[src/inc/pms_consts.svh]
// Constants of the power mode sequencer: timing, reset values, levels.
// Assumes a single core clock; counts are derived from its rate.
`ifndef PMS_CONSTS_SVH
`define PMS_CONSTS_SVH
// Core clock rate in hertz
`define PMS_CLK_HZ 125000000
// Milliseconds in a second
`define PMS_MS_PER_S 1000
// Core cycles in one millisecond
`define PMS_CYC_PER_MS (`PMS_CLK_HZ / `PMS_MS_PER_S)
// Power-up interval after ignition, in ms
`define PMS_T_PWRUP_MS 100
// Half period of the status LED flash, in ms
`define PMS_T_BLINK_MS 500
// Width of the millisecond counter
`define PMS_MS_W 10
// Function level after startup, power saving off
`define PMS_FUN_DEFAULT 4'h1
// Width of a function level
`define PMS_FUN_W 4
// Battery capacity reported in alarm mode
`define PMS_CAP_ALARM 8'h00
`endif

[src/inc/pms_pkg.sv]
// Types of the power mode sequencer: mode states and command codes.
// Assumes the command decoder outside delivers one code per command.
package pms_pkg;
    // Operating mode, one-hot
    typedef enum logic [4:0] {
        PMS_OFF = 5'h01, // Powered down
        PMS_PWRUP = 5'h02, // Power-up interval running
        PMS_CHG = 5'h04, // Charge-only mode
        PMS_ALM = 5'h08, // Alarm mode
        PMS_NORM = 5'h10 // Normal operation
    } pms_state_t;
    // Decoded command codes
    typedef enum logic [2:0] {
        PMS_CMD_ALARM_SET = 3'h0, // Set alarm time
        PMS_CMD_CLOCK_SET = 3'h1, // Set RTC date and time
        PMS_CMD_CHG_QUERY = 3'h2, // Charge monitor query
        PMS_CMD_TEMP_QUERY = 3'h3, // Temperature query
        PMS_CMD_POWER_DOWN = 3'h4, // Software power down
        PMS_CMD_FUN_SET = 3'h5, // Select function level
        PMS_CMD_FUN_QUERY = 3'h6, // Query function level
        PMS_CMD_OTHER = 3'h7 // Any other command
    } pms_cmd_t;
endpackage

[src/rtl/pms_ms_tick.sv]
// Millisecond enable divider for the power mode sequencer.
// Assumes a synchronous active-low reset already released cleanly.
`timescale 1ns/10ps
`include "pms_consts.svh"
module pms_ms_tick #(
    parameter int CYC_PER_MS = `PMS_CYC_PER_MS
) (
    input wire logic core_clk,
    input wire logic rst_sync_n,
    output logic ms_tick_q
);
    // Counter width covers one millisecond
    localparam int CW = $clog2(CYC_PER_MS);

    // Refuse a divider that cannot count
    if (CYC_PER_MS < 2) begin : g_chk
        $error("pms_ms_tick: CYC_PER_MS must be at least 2");
    end

    logic [CW-1:0] div_q; // Cycle counter within a millisecond

    // Count cycles, wrap and pulse once per millisecond
    always_ff @(posedge core_clk or negedge rst_sync_n) begin
        if (!rst_sync_n) begin
            div_q <= '0;
            ms_tick_q <= 1'b0;
        end else if (div_q == CW'(CYC_PER_MS - 1)) begin
            div_q <= '0;
            ms_tick_q <= 1'b1;
        end else begin
            div_q <= div_q + CW'(1);
            ms_tick_q <= 1'b0;
        end
    end
endmodule // pms_ms_tick

[src/rtl/pms_sequencer.sv]
// Power mode sequencer: ignition power-up, charge-only and alarm
// modes, function level selection and status LED drive.
// Assumes all inputs synchronous to core_clk; battery_ok comes from
// an outside comparator against the supply threshold.
`timescale 1ns/10ps
`include "pms_consts.svh"

module pms_sequencer
    import pms_pkg::*;
#(
    parameter int CYC_PER_MS = `PMS_CYC_PER_MS,
    parameter int T_PWRUP_MS = `PMS_T_PWRUP_MS,
    parameter int T_BLINK_MS = `PMS_T_BLINK_MS
) (
    input wire logic core_clk,
    input wire logic rst_n,
    input wire logic battery_ok,
    input wire logic ignition_n,
    input wire logic charger_present,
    input wire logic rtc_alarm_due,
    input wire logic net_registered,
    input wire logic [7:0] battery_capacity,
    input wire logic cmd_valid,
    input wire pms_cmd_t cmd_code,
    input wire logic [`PMS_FUN_W-1:0] cmd_level,
    output pms_state_t mode_q,
    output logic core_power_en_q,
    output logic ready_q,
    output logic net_login_en_q,
    output logic uart_full_q,
    output logic charge_en_q,
    output logic led_on_q,
    output logic power_save_q,
    output logic [`PMS_FUN_W-1:0] fun_level_q,
    output logic alarm_armed_q,
    output logic alarm_start_notice_q,
    output logic charge_start_notice_q,
    output logic cmd_ack_q,
    output logic cmd_rej_q,
    output logic [7:0] rsp_capacity_q,
    output logic rsp_charger_q
);
    // Refuse timings the counter cannot hold
    if (T_PWRUP_MS < 1 || T_PWRUP_MS >= (1 << `PMS_MS_W) ||
        T_BLINK_MS < 1 || T_BLINK_MS >= (1 << `PMS_MS_W)) begin : g_chk
        $error("pms_sequencer: timing out of counter range");
    end

    localparam logic [`PMS_MS_W-1:0] PWRUP_LAST =
        `PMS_MS_W'(T_PWRUP_MS - 1); // Last ms of power-up
    localparam logic [`PMS_MS_W-1:0] BLINK_LAST =
        `PMS_MS_W'(T_BLINK_MS - 1); // Last ms of LED half period

    logic rst_meta_q; // Reset release, first stage
    logic rst_sync_n; // Reset release, second stage
    logic ms_tick; // One-cycle pulse each millisecond
    pms_state_t mode_d; // Next mode
    logic [`PMS_MS_W-1:0] pwrup_ms_q; // Power-up elapsed ms
    logic [`PMS_MS_W-1:0] blink_ms_q; // LED half period elapsed ms
    logic blink_q; // LED flash phase
    logic cmd_ok; // Command allowed in present mode
    logic level_ok; // Requested level is a legal one
    logic restricted; // Charge-only or alarm mode
    logic enter_norm; // Power-up interval completes now

    // Release the asynchronous reset through two flip-flops
    always_ff @(posedge core_clk or negedge rst_n) begin
        if (!rst_n) begin
            rst_meta_q <= 1'b0;
            rst_sync_n <= 1'b0;
        end else begin
            rst_meta_q <= 1'b1;
            rst_sync_n <= rst_meta_q;
        end
    end

    // Millisecond enable for all timing
    pms_ms_tick #(
        .CYC_PER_MS(CYC_PER_MS)
    ) u_tick (
        .core_clk(core_clk),
        .rst_sync_n(rst_sync_n),
        .ms_tick_q(ms_tick)
    );

    // Restricted modes serve only the short command list
    assign restricted = (mode_q == PMS_CHG) || (mode_q == PMS_ALM);
    // Power-up ends on the tick that closes its last ms; a supply
    // loss in that same cycle still wins and aborts
    assign enter_norm = (mode_q == PMS_PWRUP) && ms_tick &&
        (pwrup_ms_q == PWRUP_LAST) && battery_ok;

    // Legal function levels
    always_comb begin
        unique case (cmd_level)
            4'h0, 4'h1, 4'h5, 4'h6, 4'h7, 4'h8: level_ok = 1'b1;
            default: level_ok = 1'b0; // Unsupported level
        endcase
    end

    // Which commands each mode serves
    always_comb begin
        cmd_ok = 1'b0;
        if (mode_q == PMS_NORM) begin
            // Full command set; level set needs a legal level
            cmd_ok = (cmd_code != PMS_CMD_FUN_SET) || level_ok;
        end else if (restricted) begin
            // Only the five restricted commands
            unique case (cmd_code)
                PMS_CMD_ALARM_SET, PMS_CMD_CLOCK_SET, PMS_CMD_CHG_QUERY,
                PMS_CMD_TEMP_QUERY, PMS_CMD_POWER_DOWN:
                    cmd_ok = 1'b1;
                default: cmd_ok = 1'b0; // Refused
            endcase
        end
    end

    // Mode transitions
    always_comb begin
        mode_d = mode_q;
        unique case (mode_q)
            PMS_OFF: begin
                // Ignition is only honoured above the supply threshold
                if (battery_ok && !ignition_n) begin
                    mode_d = PMS_PWRUP;
                end else if (rtc_alarm_due && alarm_armed_q) begin
                    mode_d = PMS_ALM;
                end else if (charger_present) begin
                    mode_d = PMS_CHG;
                end
            end
            PMS_PWRUP: begin
                // Ignition not watched; the host may still hold it
                if (!battery_ok) begin
                    mode_d = PMS_OFF;
                end else if (enter_norm) begin
                    mode_d = PMS_NORM;
                end
            end
            PMS_CHG: begin
                if (battery_ok && !ignition_n) begin
                    mode_d = PMS_PWRUP;
                end else if (!charger_present ||
                        (cmd_valid && cmd_code == PMS_CMD_POWER_DOWN)) begin
                    mode_d = PMS_OFF; // Charger gone or powered down
                end
            end
            PMS_ALM: begin
                if (battery_ok && !ignition_n) begin
                    mode_d = PMS_PWRUP;
                end else if (cmd_valid &&
                        cmd_code == PMS_CMD_POWER_DOWN) begin
                    mode_d = PMS_OFF; // Power down
                end
            end
            PMS_NORM: begin
                // Ignition has no effect once running
                if (cmd_valid && cmd_code == PMS_CMD_POWER_DOWN) begin
                    mode_d = PMS_OFF; // Software power down
                end
            end
            default: mode_d = PMS_OFF; // Illegal code recovers
        endcase
    end

    // Mode register; the enables below look at the next mode
    // so they change on the same edge as mode_q
    always_ff @(posedge core_clk or negedge rst_sync_n) begin
        if (!rst_sync_n) begin
            mode_q <= PMS_OFF;
        end else begin
            mode_q <= mode_d;
        end
    end

    // Count milliseconds of the power-up interval
    // Holds at the last ms so a long stay cannot wrap
    always_ff @(posedge core_clk or negedge rst_sync_n) begin
        if (!rst_sync_n) begin
            pwrup_ms_q <= '0;
        end else if (mode_q != PMS_PWRUP) begin
            pwrup_ms_q <= '0; // Restart on every entry
        end else if (ms_tick && pwrup_ms_q != PWRUP_LAST) begin
            pwrup_ms_q <= pwrup_ms_q + `PMS_MS_W'(1);
        end
    end

    // Supplies and interface enables follow the next mode
    always_ff @(posedge core_clk or negedge rst_sync_n) begin
        if (!rst_sync_n) begin
            core_power_en_q <= 1'b0;
            ready_q <= 1'b0;
            net_login_en_q <= 1'b0;
            uart_full_q <= 1'b0;
        end else begin
            core_power_en_q <= (mode_d != PMS_OFF);
            ready_q <= (mode_d == PMS_NORM);
            // Network login only in normal operation
            net_login_en_q <= (mode_d == PMS_NORM);
            uart_full_q <= (mode_d == PMS_NORM);
        end
    end

    // Charging: charge-only and normal with charger, never in alarm
    always_ff @(posedge core_clk or negedge rst_sync_n) begin
        if (!rst_sync_n) begin
            charge_en_q <= 1'b0;
        end else if (mode_d == PMS_ALM) begin
            charge_en_q <= 1'b0;
        end else begin
            charge_en_q <= charger_present &&
                (mode_d == PMS_CHG || mode_d == PMS_NORM);
        end
    end

    // Start notices, one cycle on mode entry
    always_ff @(posedge core_clk or negedge rst_sync_n) begin
        if (!rst_sync_n) begin
            alarm_start_notice_q <= 1'b0;
            charge_start_notice_q <= 1'b0;
        end else begin
            alarm_start_notice_q <= (mode_d == PMS_ALM) &&
                (mode_q != PMS_ALM);
            charge_start_notice_q <= (mode_d == PMS_CHG) &&
                (mode_q != PMS_CHG);
        end
    end

    // Alarm time kept across software power down, used once
    // Set and firing never meet: the set is refused while off,
    // and firing only happens while off
    always_ff @(posedge core_clk or negedge rst_sync_n) begin
        if (!rst_sync_n) begin
            alarm_armed_q <= 1'b0;
        end else if (cmd_valid && cmd_ok &&
                cmd_code == PMS_CMD_ALARM_SET) begin
            alarm_armed_q <= 1'b1;
        end else if (mode_q == PMS_OFF && mode_d == PMS_ALM) begin
            alarm_armed_q <= 1'b0; // Alarm consumed
        end
    end

    // Function level: default at startup, stored whenever set
    // Each entry to normal restarts at the default, so a level
    // chosen in an earlier run never carries over
    always_ff @(posedge core_clk or negedge rst_sync_n) begin
        if (!rst_sync_n) begin
            fun_level_q <= `PMS_FUN_DEFAULT;
        end else if (enter_norm) begin
            fun_level_q <= `PMS_FUN_DEFAULT;
        end else if (cmd_valid && cmd_ok &&
                cmd_code == PMS_CMD_FUN_SET) begin
            fun_level_q <= cmd_level;
        end
    end

    // Power saving only in normal mode while registered
    always_ff @(posedge core_clk or negedge rst_sync_n) begin
        if (!rst_sync_n) begin
            power_save_q <= 1'b0;
        end else begin
            power_save_q <= (mode_q == PMS_NORM) && net_registered &&
                (fun_level_q != `PMS_FUN_DEFAULT);
        end
    end

    // Command answer: ack or refuse, with charge monitor data
    // Alarm mode hides the real capacity from the host
    always_ff @(posedge core_clk or negedge rst_sync_n) begin
        if (!rst_sync_n) begin
            cmd_ack_q <= 1'b0;
            cmd_rej_q <= 1'b0;
            rsp_capacity_q <= 8'h00;
            rsp_charger_q <= 1'b0;
        end else begin
            cmd_ack_q <= cmd_valid && cmd_ok;
            cmd_rej_q <= cmd_valid && !cmd_ok;
            if (cmd_valid && cmd_ok && cmd_code == PMS_CMD_CHG_QUERY) begin
                rsp_charger_q <= charger_present;
                if (mode_q == PMS_ALM) begin
                    rsp_capacity_q <= `PMS_CAP_ALARM;
                end else begin
                    rsp_capacity_q <= battery_capacity;
                end
            end
        end
    end

    // LED flash timebase
    // Phase runs free; only the drive below is gated by mode
    always_ff @(posedge core_clk or negedge rst_sync_n) begin
        if (!rst_sync_n) begin
            blink_ms_q <= '0;
            blink_q <= 1'b0;
        end else if (ms_tick) begin
            if (blink_ms_q == BLINK_LAST) begin
                blink_ms_q <= '0;
                blink_q <= !blink_q;
            end else begin
                blink_ms_q <= blink_ms_q + `PMS_MS_W'(1);
            end
        end
    end

    // LED: off outside normal, off once power saving, else flashing
    always_ff @(posedge core_clk or negedge rst_sync_n) begin
        if (!rst_sync_n) begin
            led_on_q <= 1'b0;
        end else if (mode_q != PMS_NORM) begin
            led_on_q <= 1'b0;
        end else if (power_save_q) begin
            led_on_q <= 1'b0;
        end else begin
            led_on_q <= blink_q;
        end
    end
endmodule // pms_sequencer

[config.mk]
export PLATFORM = sky130hd
export DESIGN_NAME = pms_sequencer
export DESIGN_NICKNAME = d
export VERILOG_FILES = /design/src/inc/pms_pkg.sv /design/src/rtl/pms_ms_tick.sv /design/src/rtl/pms_sequencer.sv
export VERILOG_INCLUDE_DIRS = /design/src /design/src/inc
export SDC_FILE = /design/constraint.sdc
export NUM_CORES = 1
export LEC_CHECK = 0
export ABC_AREA = 1
export ABC_CLOCK_PERIOD_IN_PS = 2050
export BUFFER_PORTS_ARGS = -buffer_cell sky130_fd_sc_hd__buf_4
export CAP_MARGIN = 20
export CELL_PAD_IN_SITES_DETAIL_PLACEMENT = 1
export CELL_PAD_IN_SITES_GLOBAL_PLACEMENT = 1
export CORE_AREA = 10 10 107 109
export CTS_BUF_LIST = sky130_fd_sc_hd__clkbuf_4 sky130_fd_sc_hd__clkbuf_8
export DETAILED_ROUTE_END_ITERATION = 16
export DIE_AREA = 0 0 117 119
export GPL_TIMING_DRIVEN = 0
export PLACE_DENSITY_LB_ADDON = 0.1
export SYNTH_ARGS = -nofsm -noshare
export SYNTH_HDL_FRONTEND = slang
export SYNTH_SLANG_ARGS = --single-unit
[constraint.sdc]
create_clock -name core_clk -period 2.05 [get_ports core_clk]
set_input_delay 0.3075 -clock core_clk [delete_from_list [all_inputs] [get_ports core_clk]]
set_output_delay 0.3075 -clock core_clk [all_outputs]
set_load 0.005 [all_outputs]
==> summary.md, run 1 <==
| Metric | Value |
|---|---|
| Post-CTS Hold Fix Bufs | `1` |
| Count of input and output buffers | `52` |
| Grt ovf | `0` |
| Req. time, crit path | `~2.3 ns` |
| RSZ-0062 raised after global routing | `no` |
| Final setup fails | `0` |
| Cts bufs inserted | `9` |
| Ports | `53` |
| Pin count of the biggest net entering global routing | `68` |
| Die area | `about 14000 sq um` |
| Avg Synthesized Cell Area | `a little over 8 sq um` |
| Worst vdd ir | `~0.3 mV` |
| # clock sinks | `69` |
| MaxCap Viol Count | `0` |
| Setup tns final | `0 ns` |
| Syn Std Cell Area | `3590 sq um` |
| Core Util, Final | `around 46%` |
| Clk root buf | `clkbuf_8` |
| Num rows | `36` |
| Layout cells sized above 1 | `about a fifth` |
| Crit path cell chain | `ha_1 -> nand4_1 -> nor3_2 -> nor2_2 -> inv_2 -> nand2_2 -> buf_6 -> nand2_1 -> o21ai_1` |
| Vias in the first global route | `3286` |
| Most common flop cell mapped by yosys | `dfrtp_1` |
| Post-CTS setup buffer count | `0` |
| Cell Pwr Density | `between 700 and 800 nW/um^2` |
| Most common cell after layout, fill and taps aside | `nand2_1` |
| CP max stage delay | `0.45 ns` |
| Tmin final | `1.82 ns` |
| Syn Nets | `between 400 and 500` |
| Inst Count DP | `roughly 610` |
| Drt via density | `5.01` |
| CTS tree | `yes` |
| Post-DP HPWL | `slightly above 7 mm` |
| Seq/Total Area, Yosys | `48.1%` |
| Setup slack at placement | `about 0.24 ns` |
| Non-Filler Instances | `roughly 630` |
| Antenna violations before repair | `0` |
| Nets | `between 500 and 600` |
| Slowest CP cell | `dfrtp_1` |
| Detailed Routing Iterations Pass 1 | `4` |
| Clock slew at reported path FFs | `approximately 0.08 ns` |
| Ys Warns | `0` |
| Htree depth | `3` |
| WS Path Type | `reg -> reg` |
| Total wire length | `around 9 mm` |
| First-pass GRT wire length | `roughly 16 mm` |
| Final Max Tran Viols | `0` |
| EDFF count, synth | `0` |
| Synth cell types | `36` |
| Crit path max fanout | `10` |
| Crit end category | `flop` |
| Vias | `roughly 3100` |
| Vert. Die Dim | `between 100 and 150 um` |
| Die width | `around 120 um` |
| Worst Path Arrival | `between 2 and 2.5 ns` |
| Gpl congestion | `between 0.8 and 0.9` |
| Mapped Cells | `446` |
| Post-CTS Resized | `0` |
| Fmax | `approximately 0.55 GHz` |
| Core ar. | `around 9500 sq um` |
| Leakage | `between 2 and 2.5 nW` |
| R2r setup slk | `0.23 ns` |
| Worst slew pin tran | `slightly below 0.9 ns` |
| Commonest cells after routing, fill and taps aside | `nand2_1, dfrtp_1, inv_1` |
| Post-synthesis register bit count | `69` |
| Hold Path Class | `in -> reg` |
| Final Cycle Share | `88.5%` |
| Slew Limit Headroom | `40.6%` |
| Max Buffers Root-to-Sink | `2` |
| Final hold vios | `0` |
| PnR Total Power | `about 3.4 mW` |
| Worst skew pair latency | `0.34 ns` |
| Iter 0 DRT Violations | `92` |
| Area Growth Syn to Fin | `19.9%` |
| Ys async rst share | `100%` |
| Crit-path leading delay family | `simple AND/OR/NAND/NOR gates` |
| Routed wire per std cell | `14.7 um` |
| Starting density of the core | `a little under two fifths` |
| Status | `complete, no violations` |
| # diodes | `0` |
| Startpoint Class | `flop` |
| Crit path buf inv count | `2` |
| Final Skew | `roughly 0.016 ns` |
| Aggregate global-route resource usage | `between 10 and 15%` |
| DRT antenna net count | `0` |
| Post-route DRC | `0` |
| Setup slack after layout | `between 0.2 and 0.25 ns` |
-- cell type report --
class | count | area [sq um]
fillers | 1184 | 5150
flip-flops and latches | 69 | 1730
multi-input cells | 301 | 1560
repair buffers | 53 | 400
inverters | 72 | 270
clock buffers | 12 | 159
well taps | 114 | 143
plain buffers | 4 | 31.3
clock inverters | 2 | 10.0
-- report_power, final --
| part | switching [mW] | internal [mW] |
|---|---|---|
| Clock | 0.495 | 0.502 |
| Sequential | 0.148 | 1.51 |
| Combinational | 0.371 | 0.334 |
-- kinds of logic after synthesis --
kind of cell,count (synthesis),share of synthesized area (%)
xor gates and xnor gates,14,3.41
other,1,0.104
DFF,69,48.1
adders and majority gates,3,1.04
buffers and inverters,76,8.39
AOI/OAI and AO/OA,37,6.06
and+or+nand+nor,246,32.9
-- state kept, by name (all words and copies together), names as in the netlist, 4 cells and up --
register and cells:
u_tick.div_q 17, blink_ms_q 10, pwrup_ms_q 10, rsp_capacity_q 8, mode_q 5, fun_level_q 4
-- tightest hold or removal path: stages --
cell,delay [ns]
buf_4,0.09
nand2_1,0.05
nand2_1,0.05
-- per-stage QoR --
stage          hold WS (ns)  area (sq um)
5_1_grt               0.190          4310
3_3_place_gp         0.0904          4130
4_1_cts               0.190          4310
3_5_place_dp         0.0919          4130
2_1_floorplan        0.0119          3590
6_report              0.202          4310
-- cell usage after synthesis (7+ instances only) --
cell type  number  area [sq um]
o21ai_2         7          61.3
inv_2          10          37.5
nand4_1        20           125
nand3_1        34           170
inv_1          62           233
o21ai_0        15          75.1
nor2_1         44           165
xor2_1         13           114
nor3_1         15          75.1
a21oi_1         9          45.0
nand2_1       108           405
dfrtp_1        67          1680
-- path summary, 6_finish.rpt --
| kind | endpoint | depth (start not counted) | start |
|---|---|---|---|
| max in group asynchronous | alarm_armed_q | 0 | rst_sync_n |
| max reg2reg | pwrup_ms_q[8] | 9 | pwrup_ms_q[0] |
| min reg2reg | rst_sync_n | 0 | rst_meta_q |
| min in group asynchronous | rst_meta_q | 2 | rst_n |
| min | fun_level_q[3] | 3 | cmd_level[3] |
| max | pwrup_ms_q[8] | 9 | pwrup_ms_q[0] |
-- routing by layer --
layer  track usage, %  wire [um]  vias up
met3             3.06        453       10
met1             17.3       4260     1533
met5                0          0        -
met4             5.56        125        0
li1                 -          -     1556
met2             22.5       4400       43
Note: power is estimated with default switching activity, not from simulation.
==> run 2, diff against run 1 <==
--- a/config.mk
+++ b/config.mk
@@ -18,6 +18,7 @@
 export DIE_AREA = 0 0 117 119
 export GPL_TIMING_DRIVEN = 0
 export PLACE_DENSITY_LB_ADDON = 0.1
+export RECOVER_POWER = 100
 export SYNTH_ARGS = -nofsm -noshare
 export SYNTH_HDL_FRONTEND = slang
 export SYNTH_SLANG_ARGS = --single-unit
==> constraint.sdc (replaced) <==
create_clock -name core_clk -period 2.05 [get_ports core_clk]
set_input_delay 0.205 -clock core_clk [delete_from_list [all_inputs] [get_ports core_clk]]
set_output_delay 0.205 -clock core_clk [all_outputs]
set_load 0.005 [all_outputs]
==> run 2 against run 1 <==
  * The run now ends with capacitance limit left
  * First-iteration DRC count is 12% higher
  * Design area is 1.6% lower
  * Non-clock buffer count stayed put
  * Routed wire length hardly changed
  * Highest routed layer unchanged
==> summary.md, run 2 (synthesis gave the netlist of run 1 again) <==
| Metric | Value |
|---|---|
| Failing checks | `capacitance limit` |
| Final hold vios | `0 (unchanged)` |
| Most flops, register | `u_tick.div_q` |
| MaxCap Viol Count | `1 (+1)` |
| RR Startpoint | `mode_q[3]` |
| Core ar. | `9460 sq um (unchanged)` |
| Max reg flops | `17 (unchanged)` |
| Worst Path Arrival | `2.07 ns (-0.02 ns)` |
| M1 wire length | `4.26 mm (unchanged)` |
| Vert. Die Dim | `119 um (unchanged)` |
| Post-CTS Resized | `0 (unchanged)` |
| Setup slack after layout | `0.191 ns (-0.0442 ns)` |
| Routed wire per std cell | `14.7 um (about the same)` |
| # clock sinks | `69 (unchanged)` |
| CTS tree | `yes` |
| Starting density of the core | `38.0% (unchanged)` |
| Post-route DRC | `0 (unchanged)` |
| Num rows | `36 (unchanged)` |
| Drt via density | `5.01 (about the same)` |
| Ports | `53 (unchanged)` |
| Last element of the critical path | `fun_level_q[3]` |
| Largest regs | `u_tick.div_q (17), blink_ms_q (10), pwrup_ms_q (10)` |
| Startpoint Class | `flop` |
| Inst Count DP | `612 (unchanged)` |
| Nets | `536 (unchanged)` |
| Clock slew at reported path FFs | `0.07 ns (about the same)` |
| R2r setup slk | `0.19 ns (-0.04 ns)` |
| Non-Filler Instances | `627 (unchanged)` |
| FF-to-FF End | `fun_level_q[3]` |
| # diodes | `0 (unchanged)` |
| Commonest cells after routing, fill and taps aside | `nand2_1, dfrtp_1, inv_1` |
| Detailed Routing Iterations Pass 1 | `4 (unchanged)` |
| Final Max Tran Viols | `0 (unchanged)` |
| R2R cell count | `6 (-3)` |
| Leakage | `2.16 nW (-2.1%)` |
| Gpl congestion | `0.847 (unchanged)` |
| Worst slew pin tran | `1.49 ns (+0.600 ns)` |
| First-pass GRT wire length | `15.6 mm (unchanged)` |
| Post-DP HPWL | `7.10 mm (unchanged)` |
| Final Cycle Share | `90.7% (+2.2 points)` |
| Most common cell after layout, fill and taps aside | `nand2_1` |
| Count of input and output buffers | `52 (unchanged)` |
| DRT antenna net count | `0 (unchanged)` |
| Length of routed met2 wiring | `4.45 mm (+1.0%)` |
| Hold Path Class | `in -> reg` |
| Crit path max fanout | `8 (-2)` |
| Max Buffers Root-to-Sink | `2 (unchanged)` |
| Slew Limit Headroom | `0.606% (-40 points)` |
| Final setup fails | `0 (unchanged)` |
| Status | `finished, violations left` |
| Tmin final | `1.86 ns (+0.0442 ns)` |
| Setup tns final | `0 ns (unchanged)` |
| Fmax | `0.538 GHz (-2.4%)` |
| Cts bufs inserted | `9 (unchanged)` |
| Die width | `117 um (unchanged)` |
| Cell Pwr Density | `780 nW/um^2 (about the same)` |
| Aggregate global-route resource usage | `13.8% (unchanged)` |
| Vias | `3139 (-0.095%)` |
| Antenna violations before repair | `0 (unchanged)` |
| Worst vdd ir | `0.291 mV (-3.1%)` |
| RSZ-0062 raised after global routing | `no` |
| Hold_sp | `cmd_level[3]` |
| Pin count of the biggest net entering global routing | `68 (unchanged)` |
| Total wire length | `9.24 mm (about the same)` |
| Top Layer Used | `met4` |
| Layout cells sized above 1 | `17.9% (-3.1 points)` |
| Area Growth Syn to Fin | `18.0%` |
| Vias in the first global route | `3286 (unchanged)` |
| Htree depth | `3 (unchanged)` |
| Final Skew | `0.0134 ns (-0.00231 ns)` |
| WS Path Type | `reg -> reg` |
| Grt ovf | `0 (unchanged)` |
| Worst skew pair latency | `0.34 ns (about the same)` |
| Met3 Routed Length | `446 um (-1.5%)` |
| Die area | `13900 sq um (unchanged)` |
| Critical path startpoint | `mode_q[3]` |
| Iter 0 DRT Violations | `103 (+12%)` |
| Clk root buf | `clkbuf_8` |
| Setup slack at placement | `0.238 ns (unchanged)` |
| Req. time, crit path | `2.27 ns (-0.05 ns)` |
| Crit end category | `flop` |
run 2: cell types whose count changed in the layout (fill, tap and decap cells not counted), sizes merged:
cell,before,now
buf,56,26
clkbuf,12,42
run 2: layout make-up:
cell class	count	area, sq um
fillers	1186	5220
well taps	114	143
repair buffers	53	378
flip-flops and latches	69	1730
clock inverters	2	10.0
multi-input cells	301	1520
clock buffers	12	159
inverters	72	270
plain buffers	4	31.3
run 2: stage by stage:
stage	util [%]	power, mW	area, sq um	hold slack [ns]
2_1_floorplan	-	2.01	3590	-0.0906
3_3_place_gp	43.6	2.38	4130	-0.0121
3_5_place_dp	43.7	2.40	4130	-0.0106
4_1_cts	45.6	3.42	4310	0.0875
5_1_grt	44.8	3.55	4240	0.0872
6_report	44.8	3.31	4240	0.103
run 2: layer usage:
| metal | up-vias | global-route usage (%) |
|---|---|---|
| met5 | - | 0 |
| met4 | 0 | 5.56 |
| met3 | 6 | 3.06 |
| met2 | 47 | 22.5 |
| met1 | 1529 | 17.3 |
| li1 | 1557 | - |
run 2: how the worst min path moves through the flow:
stage	endpoint	slack, ns	depth (start not counted)
detailed placement	rst_meta_q	-0.01	1
finish	fun_level_q[3]	0.10	3
CTS	fun_level_q[3]	0.09	3
floorplan	rst_meta_q	-0.09	0
global route	fun_level_q[3]	0.09	3
global placement	rst_meta_q	-0.01	1
run 2: what timing repair did:
item | 4_1_cts | 5_1_grt
hold buffers | 1 | 0
buffers inserted | 0 | 0
hold endpoints to repair | 2 | 0
run 2: power breakdown:
| part | total, mW | leakage, nW | internal [mW] | switching, mW |
|---|---|---|---|---|
| Sequential | 1.64 | 0.930 | 1.50 | 0.138 |
| Combinational | 0.670 | 1.14 | 0.304 | 0.366 |
| Clock | 0.994 | 0.0915 | 0.502 | 0.492 |
run 2: worst max-delay path, cell delays in order, from the launching register on:
cell and delay (ns):
dfrtp_1 0.45, nor2_1 0.33, nand4_2 0.30, nor2_1 0.17, nand4_1 0.27, nand3_1 0.18, nand2_1 0.06
==> run 3, diff against run 2 <==
--- a/config.mk
+++ b/config.mk
@@ -8,14 +8,14 @@
 export LEC_CHECK = 0
 export ABC_AREA = 1
 export ABC_CLOCK_PERIOD_IN_PS = 2050
-export BUFFER_PORTS_ARGS = -buffer_cell sky130_fd_sc_hd__buf_4
 export CAP_MARGIN = 20
 export CELL_PAD_IN_SITES_DETAIL_PLACEMENT = 1
 export CELL_PAD_IN_SITES_GLOBAL_PLACEMENT = 1
-export CORE_AREA = 10 10 107 109
+export CORE_AREA = 10 10 106 108
 export CTS_BUF_LIST = sky130_fd_sc_hd__clkbuf_4 sky130_fd_sc_hd__clkbuf_8
 export DETAILED_ROUTE_END_ITERATION = 16
-export DIE_AREA = 0 0 117 119
+export DIE_AREA = 0 0 116 118
+export DONT_BUFFER_PORTS = 1
 export GPL_TIMING_DRIVEN = 0
 export PLACE_DENSITY_LB_ADDON = 0.1
 export RECOVER_POWER = 100
==> run 3 against run 2 <==
  * The run still ends with capacitance limit left
  * Sequential power increased by 3%
  * Non-clock buffer count decreased by 46
  * Final cell count decreased by 7.5%
  * Highest routed layer unchanged
==> summary.md, run 3 (synthesis gave the netlist of run 1 again) <==
| Metric | Value |
|---|---|
| Status | `finished, violations left` |
| Failing checks | `capacitance limit` |
| Area Growth Syn to Fin | `10.8%` |
| Pin count of the biggest net entering global routing | `68 (unchanged)` |
| Layout cells sized above 1 | `10.0% (-7.9 points)` |
| Crit path cell chain | `ha_1 -> nand4_1 -> nor3_2 -> nor2_2 -> inv_1 -> nand2_2 -> buf_6 -> o21ai_0` |
| Count of input and output buffers | `0 (-100%)` |
| Cts bufs inserted | `9 (unchanged)` |
| Hold_sp | `battery_ok` |
| Vert. Die Dim | `118 um (-0.84%)` |
| Aggregate global-route resource usage | `13.6% (-0.22 points)` |
| Final Cycle Share | `89.9% (-0.84 points)` |
| Most common cell after layout, fill and taps aside | `nand2_1` |
| Nets | `490 (-8.6%)` |
| CTS tree | `yes` |
| Crit-path leading delay family | `simple AND/OR/NAND/NOR gates` |
| Die area | `13700 sq um (-1.7%)` |
| R2R cell count | `8 (+2)` |
| Final Max Tran Viols | `0 (unchanged)` |
| Inst Count DP | `557 (-9.0%)` |
| # diodes | `0 (unchanged)` |
| Hold EP | `mode_q[1]` |
| Setup tns final | `0 ns (unchanged)` |
| Clock slew at reported path FFs | `0.08 ns (about the same)` |
| Gpl congestion | `0.799 (-5.7%)` |
| Htree depth | `3 (unchanged)` |
| Die width | `116 um (-0.85%)` |
| Post-route DRC | `0 (unchanged)` |
| Ports | `53 (unchanged)` |
| Cell Pwr Density | `835 nW/um^2 (+7.1%)` |
| Post-CTS Resized | `0 (unchanged)` |
| Crit end category | `flop` |
| Vias in the first global route | `2991 (-9.0%)` |
| Grt ovf | `0 (unchanged)` |
| MaxCap Viol Count | `1 (unchanged)` |
| Routed wire per std cell | `15.7 um (+6.6%)` |
| Worst slew pin tran | `1.50 ns (+0.00802 ns)` |
| # clock sinks | `69 (unchanged)` |
| Final Skew | `0.0139 ns (+0.000585 ns)` |
| Slew Limit Headroom | `0.0709% (-0.53 points)` |
| R2r setup slk | `0.21 ns (+0.02 ns)` |
| Total wire length | `9.11 mm (-1.4%)` |
| Fmax | `0.543 GHz (+0.94%)` |
| Antenna violations before repair | `0 (unchanged)` |
| WS Path Type | `reg -> reg` |
| Final setup fails | `0 (unchanged)` |
| Drt via density | `5.04 (+0.66%)` |
| Max reg flops | `17 (unchanged)` |
| Worst vdd ir | `0.342 mV (+17%)` |
| Worst skew pair latency | `0.34 ns (about the same)` |
| Post-CTS setup buffer count | `0 (unchanged)` |
| RR Startpoint | `pwrup_ms_q[0]` |
| RSZ-0062 raised after global routing | `no` |
| Hold Path Class | `in -> reg` |
| Leakage | `1.96 nW (-9.3%)` |
| Clk root buf | `clkbuf_8` |
| Starting density of the core | `39.5% (+1.5 points)` |
| FF-to-FF End | `pwrup_ms_q[5]` |
| Commonest cells after routing, fill and taps aside | `nand2_1, dfrtp_1, inv_1` |
| Worst Hold Depth | `2 (-1)` |
| Tmin final | `1.84 ns (-0.0173 ns)` |
| Core ar. | `9110 sq um (-3.7%)` |
| Most flops, register | `u_tick.div_q` |
| Crit path buf inv count | `2 (+2)` |
| DRT antenna net count | `0 (unchanged)` |
| Vias | `2923 (-6.9%)` |
| Iter 0 DRT Violations | `124 (+20%)` |
| Non-Filler Instances | `580 (-7.5%)` |
| Detailed Routing Iterations Pass 1 | `4 (unchanged)` |
| Slowest CP cell | `dfrtp_1` |
| Crit path max fanout | `10 (+2)` |
| Max Buffers Root-to-Sink | `2 (unchanged)` |
| First-pass GRT wire length | `15.1 mm (-3.1%)` |
| Largest regs | `u_tick.div_q (17), blink_ms_q (10), pwrup_ms_q (10)` |
| Final hold vios | `0 (unchanged)` |
| CP max stage delay | `0.44 ns (about the same)` |
| Req. time, crit path | `2.27 ns (about the same)` |
| Num rows | `35 (-2.8%)` |
| Post-DP HPWL | `6.87 mm (-3.4%)` |
| Startpoint Class | `flop` |
| Worst Path Arrival | `2.06 ns (about the same)` |
[run 3: layout make-up]
cell class                      instances  area (sq um)
Tap cell                              111           139
Multi-Input combinational cell        301          1530
Clock buffer                           13           173
Inverter                               72           270
Fill cell                            1111          5130
Clock inverter                          3          42.5
Sequential cell                        69          1730
Timing Repair Buffer                    7          70.1
Buffer                                  4          31.3
[run 3: worst max-delay path by stage]
stage                             start           endpoint  cells after the start
after floorplan           pwrup_ms_q[0]      pwrup_ms_q[8]                      9
final                     pwrup_ms_q[0]      pwrup_ms_q[5]                      8
after CTS                 pwrup_ms_q[0]      pwrup_ms_q[8]                      9
after detailed placement  pwrup_ms_q[0]      pwrup_ms_q[8]                      9
after global routing          mode_q[1]  rsp_capacity_q[3]                      9
after global placement    pwrup_ms_q[0]      pwrup_ms_q[8]                      9
[run 3: through the flow]
step	hold WS, ns	total power, mW	instance area (sq um)	util [%]	setup slack (ns)
after floorplan	-0.0906	2.01	3590	-	0.573
after global placement	-0.0905	2.16	3730	41.0	0.277
after detailed placement	-0.0905	2.17	3740	41.0	0.255
after CTS	0.00467	3.42	4020	44.1	0.223
after global routing	0.0166	3.54	3980	43.7	0.0608
final	0.0168	3.33	3980	43.7	0.208
[run 3: report_power, final]
group / internal [mW] / switching [mW] / leakage (nW) / total, mW
logic: 0.154 / 0.268 / 0.919 / 0.421
registers: 1.50 / 0.182 / 0.930 / 1.69
clock network: 0.675 / 0.545 / 0.109 / 1.22
total: 2.33 / 0.994 / 1.96 / 3.33
[run 3: worst reg2reg max path, stage by stage, from the launching register on]
cell and delay, ns:
dfrtp_1 0.44, ha_1 0.28, nand4_1 0.13, nor3_2 0.06, nor2_2 0.30, inv_1 0.15, nand2_2 0.10, buf_6 0.15
o21ai_0 0.10
[run 3: timing repair]
item                                    4_1_cts  5_1_grt
endpoints found under the setup margin        0        0
hold buffers                                  7        0
hold endpoints to repair                      9        0
[run 3: per-layer routing]
metal,wire length (um),global-route usage [%]
met5,0,0
met4,90,4.46
met3,392,2.91
met2,4370,22.3
met1,4260,17.2
